[config.mk]
export PLATFORM = sky130hd
export DESIGN_NAME = dual_timer
export DESIGN_NICKNAME = d
export VERILOG_FILES = /design/src/include/dual_timer_pkg.sv /design/src/include/tick_if.sv /design/src/rtl/tick_source.sv /design/src/rtl/dual_timer.sv
export SDC_FILE = /design/constraint.sdc
export NUM_CORES = 1
export LEC_CHECK = 0
export CAP_MARGIN = 20
export CORE_ASPECT_RATIO = 1.4
export CORE_UTILIZATION = 59
export DETAILED_ROUTE_END_ITERATION = 10
export DONT_BUFFER_PORTS = 1
export PLACE_DENSITY_LB_ADDON = 0.3
export SYNTH_ARGS = -nofsm -noshare
export SYNTH_HDL_FRONTEND = slang
export SYNTH_SLANG_ARGS = --single-unit
[constraint.sdc]
create_clock -name clk -period 4 [get_ports clk]
set_input_delay 0.8 -clock clk [delete_from_list [all_inputs] [get_ports clk]]
set_output_delay 0.8 -clock clk [all_outputs]
set_load 0.1 [all_outputs]
[src/include/dual_timer_pkg.sv]
// Purpose: Shared constants for the cascadable dual 16-bit timer block
// Assumes: AXI4-Lite register access, 32-bit data, one word per register
// Notes:   Offsets are byte addresses; control fields follow one layout
package dual_timer_pkg;

	// ************************************************************
	// Register map (byte offsets)
	// ************************************************************
	localparam logic [7:0] OFF_LOWER_CTRL   = 8'h00;
	localparam logic [7:0] OFF_UPPER_CTRL   = 8'h04;
	localparam logic [7:0] OFF_LOWER_PERIOD = 8'h08;
	localparam logic [7:0] OFF_UPPER_PERIOD = 8'h0C;
	localparam logic [7:0] OFF_LOWER_COUNT  = 8'h10;
	localparam logic [7:0] OFF_UPPER_COUNT  = 8'h14;
	localparam logic [7:0] OFF_IRQ          = 8'h18;

	// ************************************************************
	// Control register fields
	// ************************************************************
	localparam int CTRL_PRESCALE_LSB = 0;
	localparam int CTRL_GATE_BIT     = 1 + 1;
	localparam int CTRL_CASCADE_BIT  = 3;
	localparam int CTRL_SOURCE_BIT   = 4;
	localparam int CTRL_ON_BIT       = 15;
	localparam logic [15:0] CTRL_WRITE_MASK = 16'h801F;

	// ************************************************************
	// Interrupt register fields: per timer enable, priority, flag
	// ************************************************************
	localparam int IRQ_LOWER_LSB   = 0;
	localparam int IRQ_UPPER_LSB   = 8;
	localparam int IRQ_EN_OFS      = 0;
	localparam int IRQ_PRIO_OFS    = 1;
	localparam int IRQ_FLAG_OFS    = 4;

	// ************************************************************
	// Reset values
	// ************************************************************
	localparam logic [15:0] RESET_CTRL   = 16'h0000;
	localparam logic [15:0] RESET_PERIOD = 16'hFFFF;

	// AXI responses
	localparam logic [1:0] RESP_OKAY   = 2'h0;
	localparam logic [1:0] RESP_SLVERR = 2'h2;

endpackage : dual_timer_pkg

[src/include/tick_if.sv]
// Purpose: Count-enable bundle from the tick source to the counter cores
// Assumes: Single clock domain
// Notes:   tick is a one-cycle enable pulse
`timescale 1ns/100ps
`default_nettype none
interface tick_if;
	logic tick;
	modport source (output tick);
	modport sink   (input  tick);
endinterface : tick_if
`default_nettype wire

[src/rtl/tick_source.sv]
// Purpose: Builds a prescaled count enable from internal or external clock
// Assumes: ext_rise and gate_lvl are already synchronised; one clock domain
// Notes:   Prescale ratios 1, 8, 64, 256 selected by a 2-bit field
`timescale 1ns/100ps
`default_nettype none
module tick_source (
	input  wire logic       clk,
	input  wire logic       rst,
	input  wire logic       run,
	input  wire logic [1:0] prescale,
	input  wire logic       use_ext,
	input  wire logic       gate_en,
	input  wire logic       ext_rise,
	input  wire logic       gate_lvl,
	tick_if.source          out
);
	logic [7:0] div_q;
	logic       raw;
	logic [7:0] limit;

	// Ratio table; gated mode counts internal clock while gate is high
	always_comb begin
		case (prescale)
			2'h0:    limit = 8'h00;
			2'h1:    limit = 8'h07;
			2'h2:    limit = 8'h3F;
			default: limit = 8'hFF;
		endcase
		if (gate_en && !use_ext)
			raw = gate_lvl;
		else if (use_ext)
			raw = ext_rise;
		else
			raw = 1'b1;
	end

	// Divider; held while stopped so each start begins a fresh ratio.
	// Compared with >= so a ratio lowered while running cannot strand it
	always_ff @(posedge clk) begin
		if (rst || !run)
			div_q <= 8'h00;
		else if (raw)
			div_q <= (div_q >= limit) ? 8'h00 : div_q + 8'h01;
	end

	assign out.tick = run && raw && (div_q >= limit);
endmodule : tick_source
`default_nettype wire

[src/rtl/dual_timer.sv]
// Purpose: Pair of 16-bit timers, split or cascaded into one 32-bit timer
// Assumes: AXI4-Lite slave, 10 MHz clk, synchronous active-high reset
// Notes:   External clock and gate pins pass a three-stage synchroniser
//
// Functional notes
// - Pair runs as 32-bit or two 16-bit
// - Split timers count synchronously, timer or counter
// - Cascade offers 32-bit synchronous counter mode too
// - Gate, prescaler; keeps running in low power
// - Cascade interrupts on full 32-bit period match
// - Conversion trigger comes only from upper timer
// - Lower timer is low word, upper high
// - Cascade ignores upper control; lower controls all
// - Cascade uses lower clock and gate inputs
// - Cascade interrupt reported via upper flag, enable
// - Control bit 3 selects cascade when set
// - Two-bit prescale; lower field used in cascade
// - Source select and gate enable bits
// - Upper period high word, lower period low
// - Live count readable from count pair
// - Split timers compare against own period
// - Per-timer irq enable and 3-bit priority
// - Bit 15 starts the timer when set
//
// Local design decisions: the AXI4-Lite register port and the register offsets.
`timescale 1ns/100ps
`default_nettype none
module dual_timer (
	input  wire logic        clk,
	input  wire logic        rst,
	// AXI4-Lite slave
	input  wire logic [7:0]  s_axi_awaddr,
	input  wire logic        s_axi_awvalid,
	output logic             s_axi_awready,
	input  wire logic [31:0] s_axi_wdata,
	input  wire logic [3:0]  s_axi_wstrb,
	input  wire logic        s_axi_wvalid,
	output logic             s_axi_wready,
	output logic [1:0]       s_axi_bresp,
	output logic             s_axi_bvalid,
	input  wire logic        s_axi_bready,
	input  wire logic [7:0]  s_axi_araddr,
	input  wire logic        s_axi_arvalid,
	output logic             s_axi_arready,
	output logic [31:0]      s_axi_rdata,
	output logic [1:0]       s_axi_rresp,
	output logic             s_axi_rvalid,
	input  wire logic        s_axi_rready,
	// Pins
	input  wire logic        lower_ext_clk,
	input  wire logic        lower_gate,
	input  wire logic        upper_ext_clk,
	input  wire logic        upper_gate,
	output logic             lower_irq,
	output logic             upper_irq,
	output logic [2:0]       lower_irq_priority,
	output logic [2:0]       upper_irq_priority,
	output logic             adc_trigger
);
	// ************************************************************
	// Registers and state
	// ************************************************************
	logic [15:0] lower_timer_control_q;
	logic [15:0] upper_timer_control_q;
	logic [15:0] lower_period_q;
	logic [15:0] upper_period_q;
	logic [15:0] lower_count_q;
	logic [15:0] upper_count_q;
	logic        lower_irq_enable_q;
	logic        upper_irq_enable_q;
	logic [2:0]  lower_prio_q;
	logic [2:0]  upper_prio_q;
	logic        lower_flag_q;
	logic        upper_flag_q;

	// ************************************************************
	// Pin synchronisers: change taken once stages two and three agree
	// ************************************************************
	logic [2:0] sync_q [4];
	logic [3:0] pin_now;
	logic [3:0] pin_q;
	logic [3:0] pin_prev_q;
	assign pin_now = {upper_gate, upper_ext_clk, lower_gate, lower_ext_clk};

	// Three flops per pin
	always_ff @(posedge clk) begin
		for (int i = 0; i < 4; i++) begin
			if (rst)
				sync_q[i] <= 3'h0;
			else
				sync_q[i] <= {sync_q[i][1:0], pin_now[i]};
		end
	end

	// Filtered level updates only when the later two stages agree
	always_ff @(posedge clk) begin
		if (rst) begin
			pin_q      <= 4'h0;
			pin_prev_q <= 4'h0;
		end else begin
			pin_prev_q <= pin_q;
			for (int i = 0; i < 4; i++) begin
				if (sync_q[i][1] == sync_q[i][2])
					pin_q[i] <= sync_q[i][2];
			end
		end
	end

	// ************************************************************
	// Mode decode
	// ************************************************************
	logic cascade;
	logic lower_on;
	logic upper_on;
	assign cascade  = lower_timer_control_q[dual_timer_pkg::CTRL_CASCADE_BIT];
	assign lower_on = lower_timer_control_q[dual_timer_pkg::CTRL_ON_BIT];
	// Upper control is ignored while cascaded
	assign upper_on = !cascade &&
		upper_timer_control_q[dual_timer_pkg::CTRL_ON_BIT];

	function automatic logic [1:0] prescale_of(input logic [15:0] ctrl);
		prescale_of = ctrl[dual_timer_pkg::CTRL_PRESCALE_LSB +: 2];
	endfunction : prescale_of

	// ************************************************************
	// Tick sources; lower one also drives the cascaded pair
	// ************************************************************
	tick_if lower_tick ();
	tick_if upper_tick ();

	tick_source u_lower_tick (
		.clk      (clk),
		.rst      (rst),
		.run      (lower_on),
		.prescale (prescale_of(lower_timer_control_q)),
		.use_ext  (lower_timer_control_q[dual_timer_pkg::CTRL_SOURCE_BIT]),
		.gate_en  (lower_timer_control_q[dual_timer_pkg::CTRL_GATE_BIT]),
		.ext_rise (pin_q[0] && !pin_prev_q[0]),
		.gate_lvl (pin_q[1]),
		.out      (lower_tick)
	);

	tick_source u_upper_tick (
		.clk      (clk),
		.rst      (rst),
		.run      (upper_on),
		.prescale (prescale_of(upper_timer_control_q)),
		.use_ext  (upper_timer_control_q[dual_timer_pkg::CTRL_SOURCE_BIT]),
		.gate_en  (upper_timer_control_q[dual_timer_pkg::CTRL_GATE_BIT]),
		.ext_rise (pin_q[2] && !pin_prev_q[2]),
		.gate_lvl (pin_q[3]),
		.out      (upper_tick)
	);

	// ************************************************************
	// Period match
	// ************************************************************
	logic lower_match;
	logic upper_match;
	logic pair_match;
	assign lower_match = (lower_count_q == lower_period_q);
	assign upper_match = (upper_count_q == upper_period_q);
	assign pair_match  = lower_match && upper_match;

	logic lower_event;
	logic upper_event;
	assign lower_event = cascade ? 1'b0 : lower_tick.tick && lower_match;
	assign upper_event = cascade ? lower_tick.tick && pair_match
		: upper_tick.tick && upper_match;

	// ************************************************************
	// Bus write channel
	// ************************************************************
	logic [7:0]  aw_q;
	logic        aw_have_q;
	logic [31:0] w_q;
	logic [3:0]  ws_q;
	logic        w_have_q;
	logic        do_write;
	assign do_write = aw_have_q && w_have_q && !s_axi_bvalid;

	// Address and data accepted in either order, response after both
	always_ff @(posedge clk) begin
		if (rst) begin
			aw_have_q    <= 1'b0;
			w_have_q     <= 1'b0;
			aw_q         <= 8'h00;
			w_q          <= 32'h0000_0000;
			ws_q         <= 4'h0;
			s_axi_bvalid <= 1'b0;
			s_axi_bresp  <= dual_timer_pkg::RESP_OKAY;
		end else begin
			if (s_axi_awvalid && s_axi_awready) begin
				aw_have_q <= 1'b1;
				aw_q      <= s_axi_awaddr;
			end
			if (s_axi_wvalid && s_axi_wready) begin
				w_have_q <= 1'b1;
				w_q      <= s_axi_wdata;
				ws_q     <= s_axi_wstrb;
			end
			if (do_write) begin
				aw_have_q    <= 1'b0;
				w_have_q     <= 1'b0;
				s_axi_bvalid <= 1'b1;
				s_axi_bresp  <= addr_ok(aw_q) ? dual_timer_pkg::RESP_OKAY
					: dual_timer_pkg::RESP_SLVERR;
			end else if (s_axi_bvalid && s_axi_bready) begin
				s_axi_bvalid <= 1'b0;
			end
		end
	end

	// Ready low while a word is held; one write at a time
	assign s_axi_awready = !aw_have_q && !s_axi_bvalid;
	assign s_axi_wready  = !w_have_q && !s_axi_bvalid;

	function automatic logic addr_ok(input logic [7:0] a);
		addr_ok = (a[1:0] == 2'h0) && (a <= dual_timer_pkg::OFF_IRQ);
	endfunction : addr_ok

	function automatic logic [15:0] merge16(input logic [15:0] old,
		input logic [31:0] d, input logic [3:0] s);
		merge16 = {s[1] ? d[15:8] : old[15:8], s[0] ? d[7:0] : old[7:0]};
	endfunction : merge16

	logic wr_lctl;
	logic wr_uctl;
	logic wr_lper;
	logic wr_uper;
	logic wr_lcnt;
	logic wr_ucnt;
	logic wr_irq;
	assign wr_lctl = do_write && aw_q == dual_timer_pkg::OFF_LOWER_CTRL;
	assign wr_uctl = do_write && aw_q == dual_timer_pkg::OFF_UPPER_CTRL;
	assign wr_lper = do_write && aw_q == dual_timer_pkg::OFF_LOWER_PERIOD;
	assign wr_uper = do_write && aw_q == dual_timer_pkg::OFF_UPPER_PERIOD;
	assign wr_lcnt = do_write && aw_q == dual_timer_pkg::OFF_LOWER_COUNT;
	assign wr_ucnt = do_write && aw_q == dual_timer_pkg::OFF_UPPER_COUNT;
	assign wr_irq  = do_write && aw_q == dual_timer_pkg::OFF_IRQ;

	// ************************************************************
	// Control and period registers
	// ************************************************************
	always_ff @(posedge clk) begin
		if (rst) begin
			lower_timer_control_q <= dual_timer_pkg::RESET_CTRL;
			upper_timer_control_q <= dual_timer_pkg::RESET_CTRL;
			lower_period_q        <= dual_timer_pkg::RESET_PERIOD;
			upper_period_q        <= dual_timer_pkg::RESET_PERIOD;
		end else begin
			if (wr_lctl)
				lower_timer_control_q <= merge16(lower_timer_control_q,
					w_q, ws_q) & dual_timer_pkg::CTRL_WRITE_MASK;
			// Upper copy keeps its cascade bit clear; only the lower decides
			if (wr_uctl)
				upper_timer_control_q <= merge16(upper_timer_control_q,
					w_q, ws_q) & dual_timer_pkg::CTRL_WRITE_MASK
					& ~(16'h0001 << dual_timer_pkg::CTRL_CASCADE_BIT);
			if (wr_lper)
				lower_period_q <= merge16(lower_period_q, w_q, ws_q);
			if (wr_uper)
				upper_period_q <= merge16(upper_period_q, w_q, ws_q);
		end
	end

	// ************************************************************
	// Counters: count written by software takes priority over a tick
	// ************************************************************
	always_ff @(posedge clk) begin
		if (rst) begin
			lower_count_q <= 16'h0000;
		end else if (wr_lcnt) begin
			lower_count_q <= merge16(lower_count_q, w_q, ws_q);
		end else if (lower_tick.tick) begin
			if (cascade ? pair_match : lower_match)
				lower_count_q <= 16'h0000;
			else
				lower_count_q <= lower_count_q + 16'h0001;
		end
	end

	// Upper word: carry from lower when cascaded, own tick otherwise
	always_ff @(posedge clk) begin
		if (rst) begin
			upper_count_q <= 16'h0000;
		end else if (wr_ucnt) begin
			upper_count_q <= merge16(upper_count_q, w_q, ws_q);
		end else if (cascade) begin
			if (lower_tick.tick && pair_match)
				upper_count_q <= 16'h0000;
			else if (lower_tick.tick && lower_count_q == 16'hFFFF)
				upper_count_q <= upper_count_q + 16'h0001;
		end else if (upper_tick.tick) begin
			if (upper_match)
				upper_count_q <= 16'h0000;
			else
				upper_count_q <= upper_count_q + 16'h0001;
		end
	end

	// ************************************************************
	// Interrupt enables, priorities, flags (set wins over clear)
	// ************************************************************
	always_ff @(posedge clk) begin
		if (rst) begin
			lower_irq_enable_q <= 1'b0;
			upper_irq_enable_q <= 1'b0;
			lower_prio_q       <= 3'h0;
			upper_prio_q       <= 3'h0;
		end else if (wr_irq) begin
			if (ws_q[0]) begin
				lower_irq_enable_q <= w_q[dual_timer_pkg::IRQ_LOWER_LSB
					+ dual_timer_pkg::IRQ_EN_OFS];
				lower_prio_q <= w_q[dual_timer_pkg::IRQ_LOWER_LSB
					+ dual_timer_pkg::IRQ_PRIO_OFS +: 3];
			end
			if (ws_q[1]) begin
				upper_irq_enable_q <= w_q[dual_timer_pkg::IRQ_UPPER_LSB
					+ dual_timer_pkg::IRQ_EN_OFS];
				upper_prio_q <= w_q[dual_timer_pkg::IRQ_UPPER_LSB
					+ dual_timer_pkg::IRQ_PRIO_OFS +: 3];
			end
		end
	end

	// Writing 1 to a flag position clears it
	always_ff @(posedge clk) begin
		if (rst) begin
			lower_flag_q <= 1'b0;
			upper_flag_q <= 1'b0;
		end else begin
			if (lower_event)
				lower_flag_q <= 1'b1;
			else if (wr_irq && ws_q[0] && w_q[dual_timer_pkg::IRQ_LOWER_LSB
				+ dual_timer_pkg::IRQ_FLAG_OFS])
				lower_flag_q <= 1'b0;
			if (upper_event)
				upper_flag_q <= 1'b1;
			else if (wr_irq && ws_q[1] && w_q[dual_timer_pkg::IRQ_UPPER_LSB
				+ dual_timer_pkg::IRQ_FLAG_OFS])
				upper_flag_q <= 1'b0;
		end
	end

	// ************************************************************
	// Outputs, all registered
	// ************************************************************
	always_ff @(posedge clk) begin
		if (rst) begin
			lower_irq          <= 1'b0;
			upper_irq          <= 1'b0;
			lower_irq_priority <= 3'h0;
			upper_irq_priority <= 3'h0;
			adc_trigger        <= 1'b0;
		end else begin
			lower_irq          <= lower_flag_q && lower_irq_enable_q;
			upper_irq          <= upper_flag_q && upper_irq_enable_q;
			lower_irq_priority <= lower_prio_q;
			upper_irq_priority <= upper_prio_q;
			adc_trigger        <= upper_event;
		end
	end

	// ************************************************************
	// Bus read channel, one cycle after the address is taken
	// ************************************************************
	logic [31:0] rd_word;
	always_comb begin
		rd_word = 32'h0000_0000;
		case (s_axi_araddr)
			dual_timer_pkg::OFF_LOWER_CTRL:   rd_word[15:0] = lower_timer_control_q;
			dual_timer_pkg::OFF_UPPER_CTRL:   rd_word[15:0] = upper_timer_control_q;
			dual_timer_pkg::OFF_LOWER_PERIOD: rd_word[15:0] = lower_period_q;
			dual_timer_pkg::OFF_UPPER_PERIOD: rd_word[15:0] = upper_period_q;
			dual_timer_pkg::OFF_LOWER_COUNT:  rd_word[15:0] = lower_count_q;
			dual_timer_pkg::OFF_UPPER_COUNT:  rd_word[15:0] = upper_count_q;
			dual_timer_pkg::OFF_IRQ: rd_word[15:0] = {3'h0, upper_flag_q,
				upper_prio_q, upper_irq_enable_q, 3'h0, lower_flag_q,
				lower_prio_q, lower_irq_enable_q};
			default:                          rd_word = 32'h0000_0000;
		endcase
	end

	assign s_axi_arready = !s_axi_rvalid;

	always_ff @(posedge clk) begin
		if (rst) begin
			s_axi_rvalid <= 1'b0;
			s_axi_rdata  <= 32'h0000_0000;
			s_axi_rresp  <= dual_timer_pkg::RESP_OKAY;
		end else if (s_axi_arvalid && s_axi_arready) begin
			s_axi_rvalid <= 1'b1;
			s_axi_rdata  <= rd_word;
			s_axi_rresp  <= addr_ok(s_axi_araddr) ? dual_timer_pkg::RESP_OKAY
				: dual_timer_pkg::RESP_SLVERR;
		end else if (s_axi_rvalid && s_axi_rready) begin
			s_axi_rvalid <= 1'b0;
		end
	end
endmodule : dual_timer
`default_nettype wire

=== Yosys cells after proc, flatten, opt, wreduce, memory -nomap -nowiden ===
Memory sizes are Yosys's and may differ from the RTL's.
Cells that the tools add are included.

* Register bits after elaboration: 167
* RAM bits: 12
* Input bits: 63
* Output and inout bits: 50
* Word-level logic and storage cells: 199
* Memories: 1

{| class="wikitable"
|+ Memories
! memory !! words !! bits a word !! rd ports !! clocked after memory_dff !! write ports !! line !! text
|-
| sync_q || 4 || 3 || 4 || 0 || 4 || dual_timer.sv:79 || <nowiki>logic [2:0] sync_q [4];</nowiki>
|}

* Add/subtract/negate cells: 4
* Order comparisons: 4
* Eq/ne operators: 28
* Mux-type cells: 40
* Bitwise logic cells: 4
* Reduce and logical (&&, ||, !) cells: 78

{| class="wikitable"
|+ Operators by type and width
! kind !! count
|-
| 16-bit 2-to-1 mux || 9
|-
| 16-bit one-hot mux with 7 select lines || 1
|-
| 8-bit by 5-bit equality test with 1-bit output, second input constant || 6
|-
| 8-bit one-hot mux with 3 select lines || 2
|-
| 1-bit logical AND || 38
|-
| 16-bit by 1-bit adder with 16-bit output, second input constant || 2
|-
| 16-bit equality test || 2
|-
| 8-bit by 4-bit equality test with 1-bit output, second input constant || 4
|-
| 8-bit 2-to-1 mux || 4
|-
| 2-bit AND reduction || 12
|-
| 1-bit 2-to-1 mux || 18
|-
| 8-bit by 1-bit adder with 8-bit output, second input constant || 2
|-
| 16-bit equality test, second input constant || 1
|-
| 8-bit by 3-bit equality test with 1-bit output, second input constant || 2
|-
| 8-bit >= comparator || 2
|-
| 8-bit by 5-bit <= comparator with 1-bit output, second input constant || 2
|-
| 8-bit logical NOT || 2
|-
| 3-bit 2-to-1 mux || 4
|-
| 1-bit logical NOT || 11
|-
| 2-bit nonzero test || 5
|-
| 2-bit logical NOT || 4
|-
| 2-bit inequality test, second input constant || 4
|-
| 3-bit AND reduction || 2
|-
| 1-bit equality test || 4
|-
| other kinds (8) || 15
|}

=== Logic depth before layout (Yosys ltp) ===
* Depth in word-level cells: 11
* Mapped depth: 10
* Depth with buffers taken out: 9

=== Hierarchy ===
From an unflattened synthesis, not the netlist that was laid out.

* Cells, all modules: 1067
* Area total of the unflattened synthesis: 9037.4 um^2

{| class="wikitable"
|+ Modules (own cells, without submodules)
! module !! instances !! cells each !! area an instance (um^2) !! sequential area each (um^2)
|-
| dual_timer || 1 || 945 || 7781.2 || 3203.1
|-
| tick_source || 2 || 61 || 628.1 || 160.2
|}

=== Least setup slack after synthesis ===
Ideal clock, no wire load.

* Kind: reg2out
* Start point: register s_axi_bvalid
* End point: output port s_axi_awready
* Arrival time: 2.149 ns
* Data required time: 3.200 ns
* Path slack: 1.051 ns
* Cell stages (with the launch flop): 2
* Buffers on the path: 0
* Cells stage by stage: dfxtp_1 nor2_1

* Word-level cells in the longest chain between the ends: 2

{| class="wikitable"
|+ RTL lines
! item !! line !! text
|-
| start: declaration || dual_timer.sv:40 || <nowiki>output logic s_axi_bvalid,</nowiki>
|-
| start signal: assignment || dual_timer.sv:190 || <nowiki>s_axi_bvalid <= 1'b0;</nowiki>
|-
| start signal: assignment || dual_timer.sv:205 || <nowiki>s_axi_bvalid <= 1'b1;</nowiki>
|-
| start signal: assignment || dual_timer.sv:209 || <nowiki>s_axi_bvalid <= 1'b0;</nowiki>
|-
| 1-bit logical NOT || dual_timer.sv:215 || <nowiki>assign s_axi_awready = !aw_have_q && !s_axi_bvalid;</nowiki>
|-
| 1-bit logical AND || dual_timer.sv:215 ||
|-
| end: declaration || dual_timer.sv:34 || <nowiki>output logic s_axi_awready,</nowiki>
|}

No other way between the ends.

=== Final worst setup path ===
* Start point: register upper_count_q[5]
* End point: register upper_count_q[12]

* Word-level cells in the longest chain between the ends: 6
* Elaborated cells on any way between the ends: 12
* Those cells by class: add/sub: 1; eq/ne: 2; mux: 6; reduce/logical: 3

{| class="wikitable"
|+ RTL lines
! item !! line !! text
|-
| start: declaration || dual_timer.sv:68 || <nowiki>logic [15:0] upper_count_q;</nowiki>
|-
| start signal: assignment || dual_timer.sv:288 || <nowiki>upper_count_q <= merge16(upper_count_q, w_q, ws_q);</nowiki>
|-
| start signal: assignment || dual_timer.sv:293 || <nowiki>upper_count_q <= upper_count_q + 16'h0001;</nowiki>
|-
| start signal: assignment || dual_timer.sv:298 || <nowiki>upper_count_q <= upper_count_q + 16'h0001;</nowiki>
|-
| branches (longest 6 deep; another with 16-bit by 1-bit adder with 16-bit output) || - ||
|}

Parallel ways; which one is timed is not known. The select of a mux whose other input is x is not followed.
A chain may end at the register's enable or synchronous reset.

==> flow_metrics.py <==
metrics = {
    "run_status": {
        "status": "completed",
    },
    "timing": {
        "relSlewSlack_pct": 26.3,
        "period_share_pct": 75.7,
        "holdWs_ps": 438,
        "slew_violations": 0,
        "tightestPinTransition_ps": 1100,
        "setup_tns_ps": 0,
        "timing.fmax_ghz": 0.330,
        "rsz0062_at_grt": "false",
        "setup_violations": 0,
        "clock_skew_ps": 14.0,
        "fin_crit_ps": 3030,
        "hold_viol_final": 0,
    },
    "logic_synthesis": {
        "yosys.area.top_type": "dfxtp_1",
        "synth_seq_cells": 176,
        "yosysSeqAreaShare_pct": 40.6,
        "synth_area_leaders": "dfxtp_1 (41%), nand2_1 (5.8%), a21oi_1 (5.0%)",
        "synth_edf_count": 0,
        "yosysWarningCount": 0,
        "synth_cells": 1051,
        "synth_top_area_share_pct": 40.6,
        "synthFlopType": "dfxtp_1",
        "synth.distinct_cells": 71,
        "ys_async_sr_fraction_pct": 0,
        "synth.avg_cell_area_um2": 8.26,
        "syn_area_um2": 8680,
    },
    "cts": {
        "cts.sinks": 176,
        "cts_made_buffers": 17,
        "cts_tree": "yes",
        "post_cts_buffers": 0,
        "holdBufCountCts": 0,
        "clk_pin_slew_ps": 70,
        "htreeDepth": 4,
        "cts_resized": 0,
        "clk_latency_ps": 440,
        "root_buffer": "clkbuf_16",
        "clockBufferDepth": 2,
    },
    "critical_path": {
        "cp_max_fo": 13,
        "cp.required_ps": 4330,
        "crit_type": "flop to flop",
        "end_kind": "flop",
        "start_kind": "flop",
        "worstPathArrival_ps": 3360,
    },
    "die": {
        "die_w_um": 105,
        "dieHeight_um": 146,
        "core_area_um2": 14400,
        "io-pin-count": 113,
        "die_area_um2": 15200,
        "row_count": 52,
        "start_util_pct": 60.1,
    },
    "place": {
        "place_congestion": 0.907,
        "port_buffers": 0,
        "hpwl_mm": 16.9,
    },
    "finish": {
        "layout-drive-gt1-share_pct": 5.98,
        "final_cell_mix": "dfxtp_1 (176), nand2_1 (133), a21oi_1 (86)",
        "nets": 1102,
        "final_common_cell": "dfxtp_1",
        "nFillCells": 1224,
        "area_growth_pct": 7.81,
        "diodes": 0,
    },
    "global_route": {
        "grt_max_degree": 134,
        "overflow": 0,
        "antenna_found_initial": 0,
        "track_usage_pct": 32.4,
        "grt_pass1_vias": 7545,
        "grt_pass1_wl_mm": 38.8,
    },
    "power": {
        "p_leak_nw": 3.16,
        "p_per_area_nw_per_um2": 409,
        "ir_drop_mv": 0.316,
    },
    "routing": {
        "drc": 0,
        "routed_wl_mm": 24.2,
        "ant_nets": 0,
        "vias": 7913,
        "viasPerCell": 6.46,
        "drt-pass1-iter-count": 6,
        "dr.first_iter.drc_count": 738,
        "avgRoutedWirePerCell_um": 19.8,
    },
    "run": {
        "max_cap_violations": 0,
    },
    "hold_path": {
        "min_path_type": "flop to flop",
    },
}
## synth_stat cells (4+ instances only)
cell type and instances:
nand2b_1 14, nand3_1 46, clkbuf_1 48, o21ai_1 4, nor4_1 17, and2_1 7, a21boi_1 4, nand4_1 16
a211oi_1 6, nor2b_1 26, a22oi_1 42, nor3_1 22, dfxtp_1 176, a221oi_1 9, nor2_1 79, a32oi_1 6
a31oi_1 13, and3_1 11, buf_4 20, mux2i_1 26, a21oi_1 86, nand2_1 133, buf_2 8, xor2_1 43
and4_1 4, xnor2_1 10, inv_1 39, a222oi_1 9, o22ai_1 4, o32ai_1 12, ha_1 15, o21ai_0 39
## state kept, by name (all words and copies together), names as in the netlist, 2 cells and up
signal / cells
aw_q: 8
u_lower_tick.div_q: 8
lower_timer_control_q: 6
pin_prev_q: 2
sync_q: 12
s_axi_rdata: 16
u_upper_tick.div_q: 8
lower_count_q: 16
w_q: 16
pin_q: 4
upper_period_q: 16
ws_q: 2
lower_period_q: 16
lower_prio_q: 3
upper_timer_control_q: 5
upper_irq_priority: 3
lower_irq_priority: 3
upper_count_q: 16
upper_prio_q: 3
## logic make-up (layout without fill, tap and decap cells)
family          count (synthesis)  after routing  synth area share (%)
xor+xnor                       53             53                  5.35
simple gates                  396            396                  22.1
fa+ha+maj                      15             15                  2.16
mux                            26             26                  3.00
compound gates                267            267                  20.8
buf+inv                       117             85                  6.04
other cells                     1             18                0.0432
flops                         176            176                  40.6
## where the power goes
part	internal [W]	leakage, nW	total, W	switching, W
Combinational	0.0000373	1.44	0.000204	0.000166
Clock	0.00105	0.303	0.00179	0.000732
Sequential	0.00178	1.43	0.00184	0.0000638
## through the flow
| stage | util (%) | power, W | setup WS (ps) | instances | cell area (um2) |
|---|---|---|---|---|---|
| final | 64.8 | 0.00383 | 970 | 1225 | 9360 |
| after global routing | 64.8 | 0.00393 | 812 | 1225 | 9360 |
| after CTS | 64.8 | 0.00384 | 1070 | 1225 | 9360 |
| after detailed placement | 60.5 | 0.00208 | 1110 | 1194 | 8730 |
| after global placement | 60.5 | 0.00208 | 1120 | 1194 | 8730 |
| after floorplan | - | 0.00207 | 1050 | 1068 | 8750 |
## final timing paths
kind / from / slack [ps] / endpoint / depth (start not counted)
worst min-delay path: sync_q[1][0] / 440 / sync_q[1][1] / 1
worst min register to register: sync_q[1][0] / 440 / sync_q[1][1] / 1
worst max-delay path: upper_count_q[5] / 970 / upper_count_q[12] / 7
worst max register to register: upper_count_q[5] / 970 / upper_count_q[12] / 7
## critical path: stages (launching register included)
cell      delay, ps
dfxtp_1         550
xor2_1          120
nor4_1          360
nand4_1         360
a2bb2o_1        420
nand3_1         430
and2_1          380
o32ai_1         300
## cell type report
type	count	area, um2	share of cell area, %
inverters	39	146	1.56
clock buffers	17	425	4.54
repair buffers	15	113	1.20
clock inverters	14	200	2.14
flip-flops and latches	176	3520	37.6
multi-input cells	775	4720	50.4
well taps	189	236	2.53
## metal layers
metal	GRT usage, %	vias up	share of wire (%)
li1	-	3682	-
met1	39.1	3719	38
met2	54.1	411	48
met3	6.09	101	8.9
met4	17.5	0	4.9
met5	0	-	0
Power figures use the tool's default switching activity.
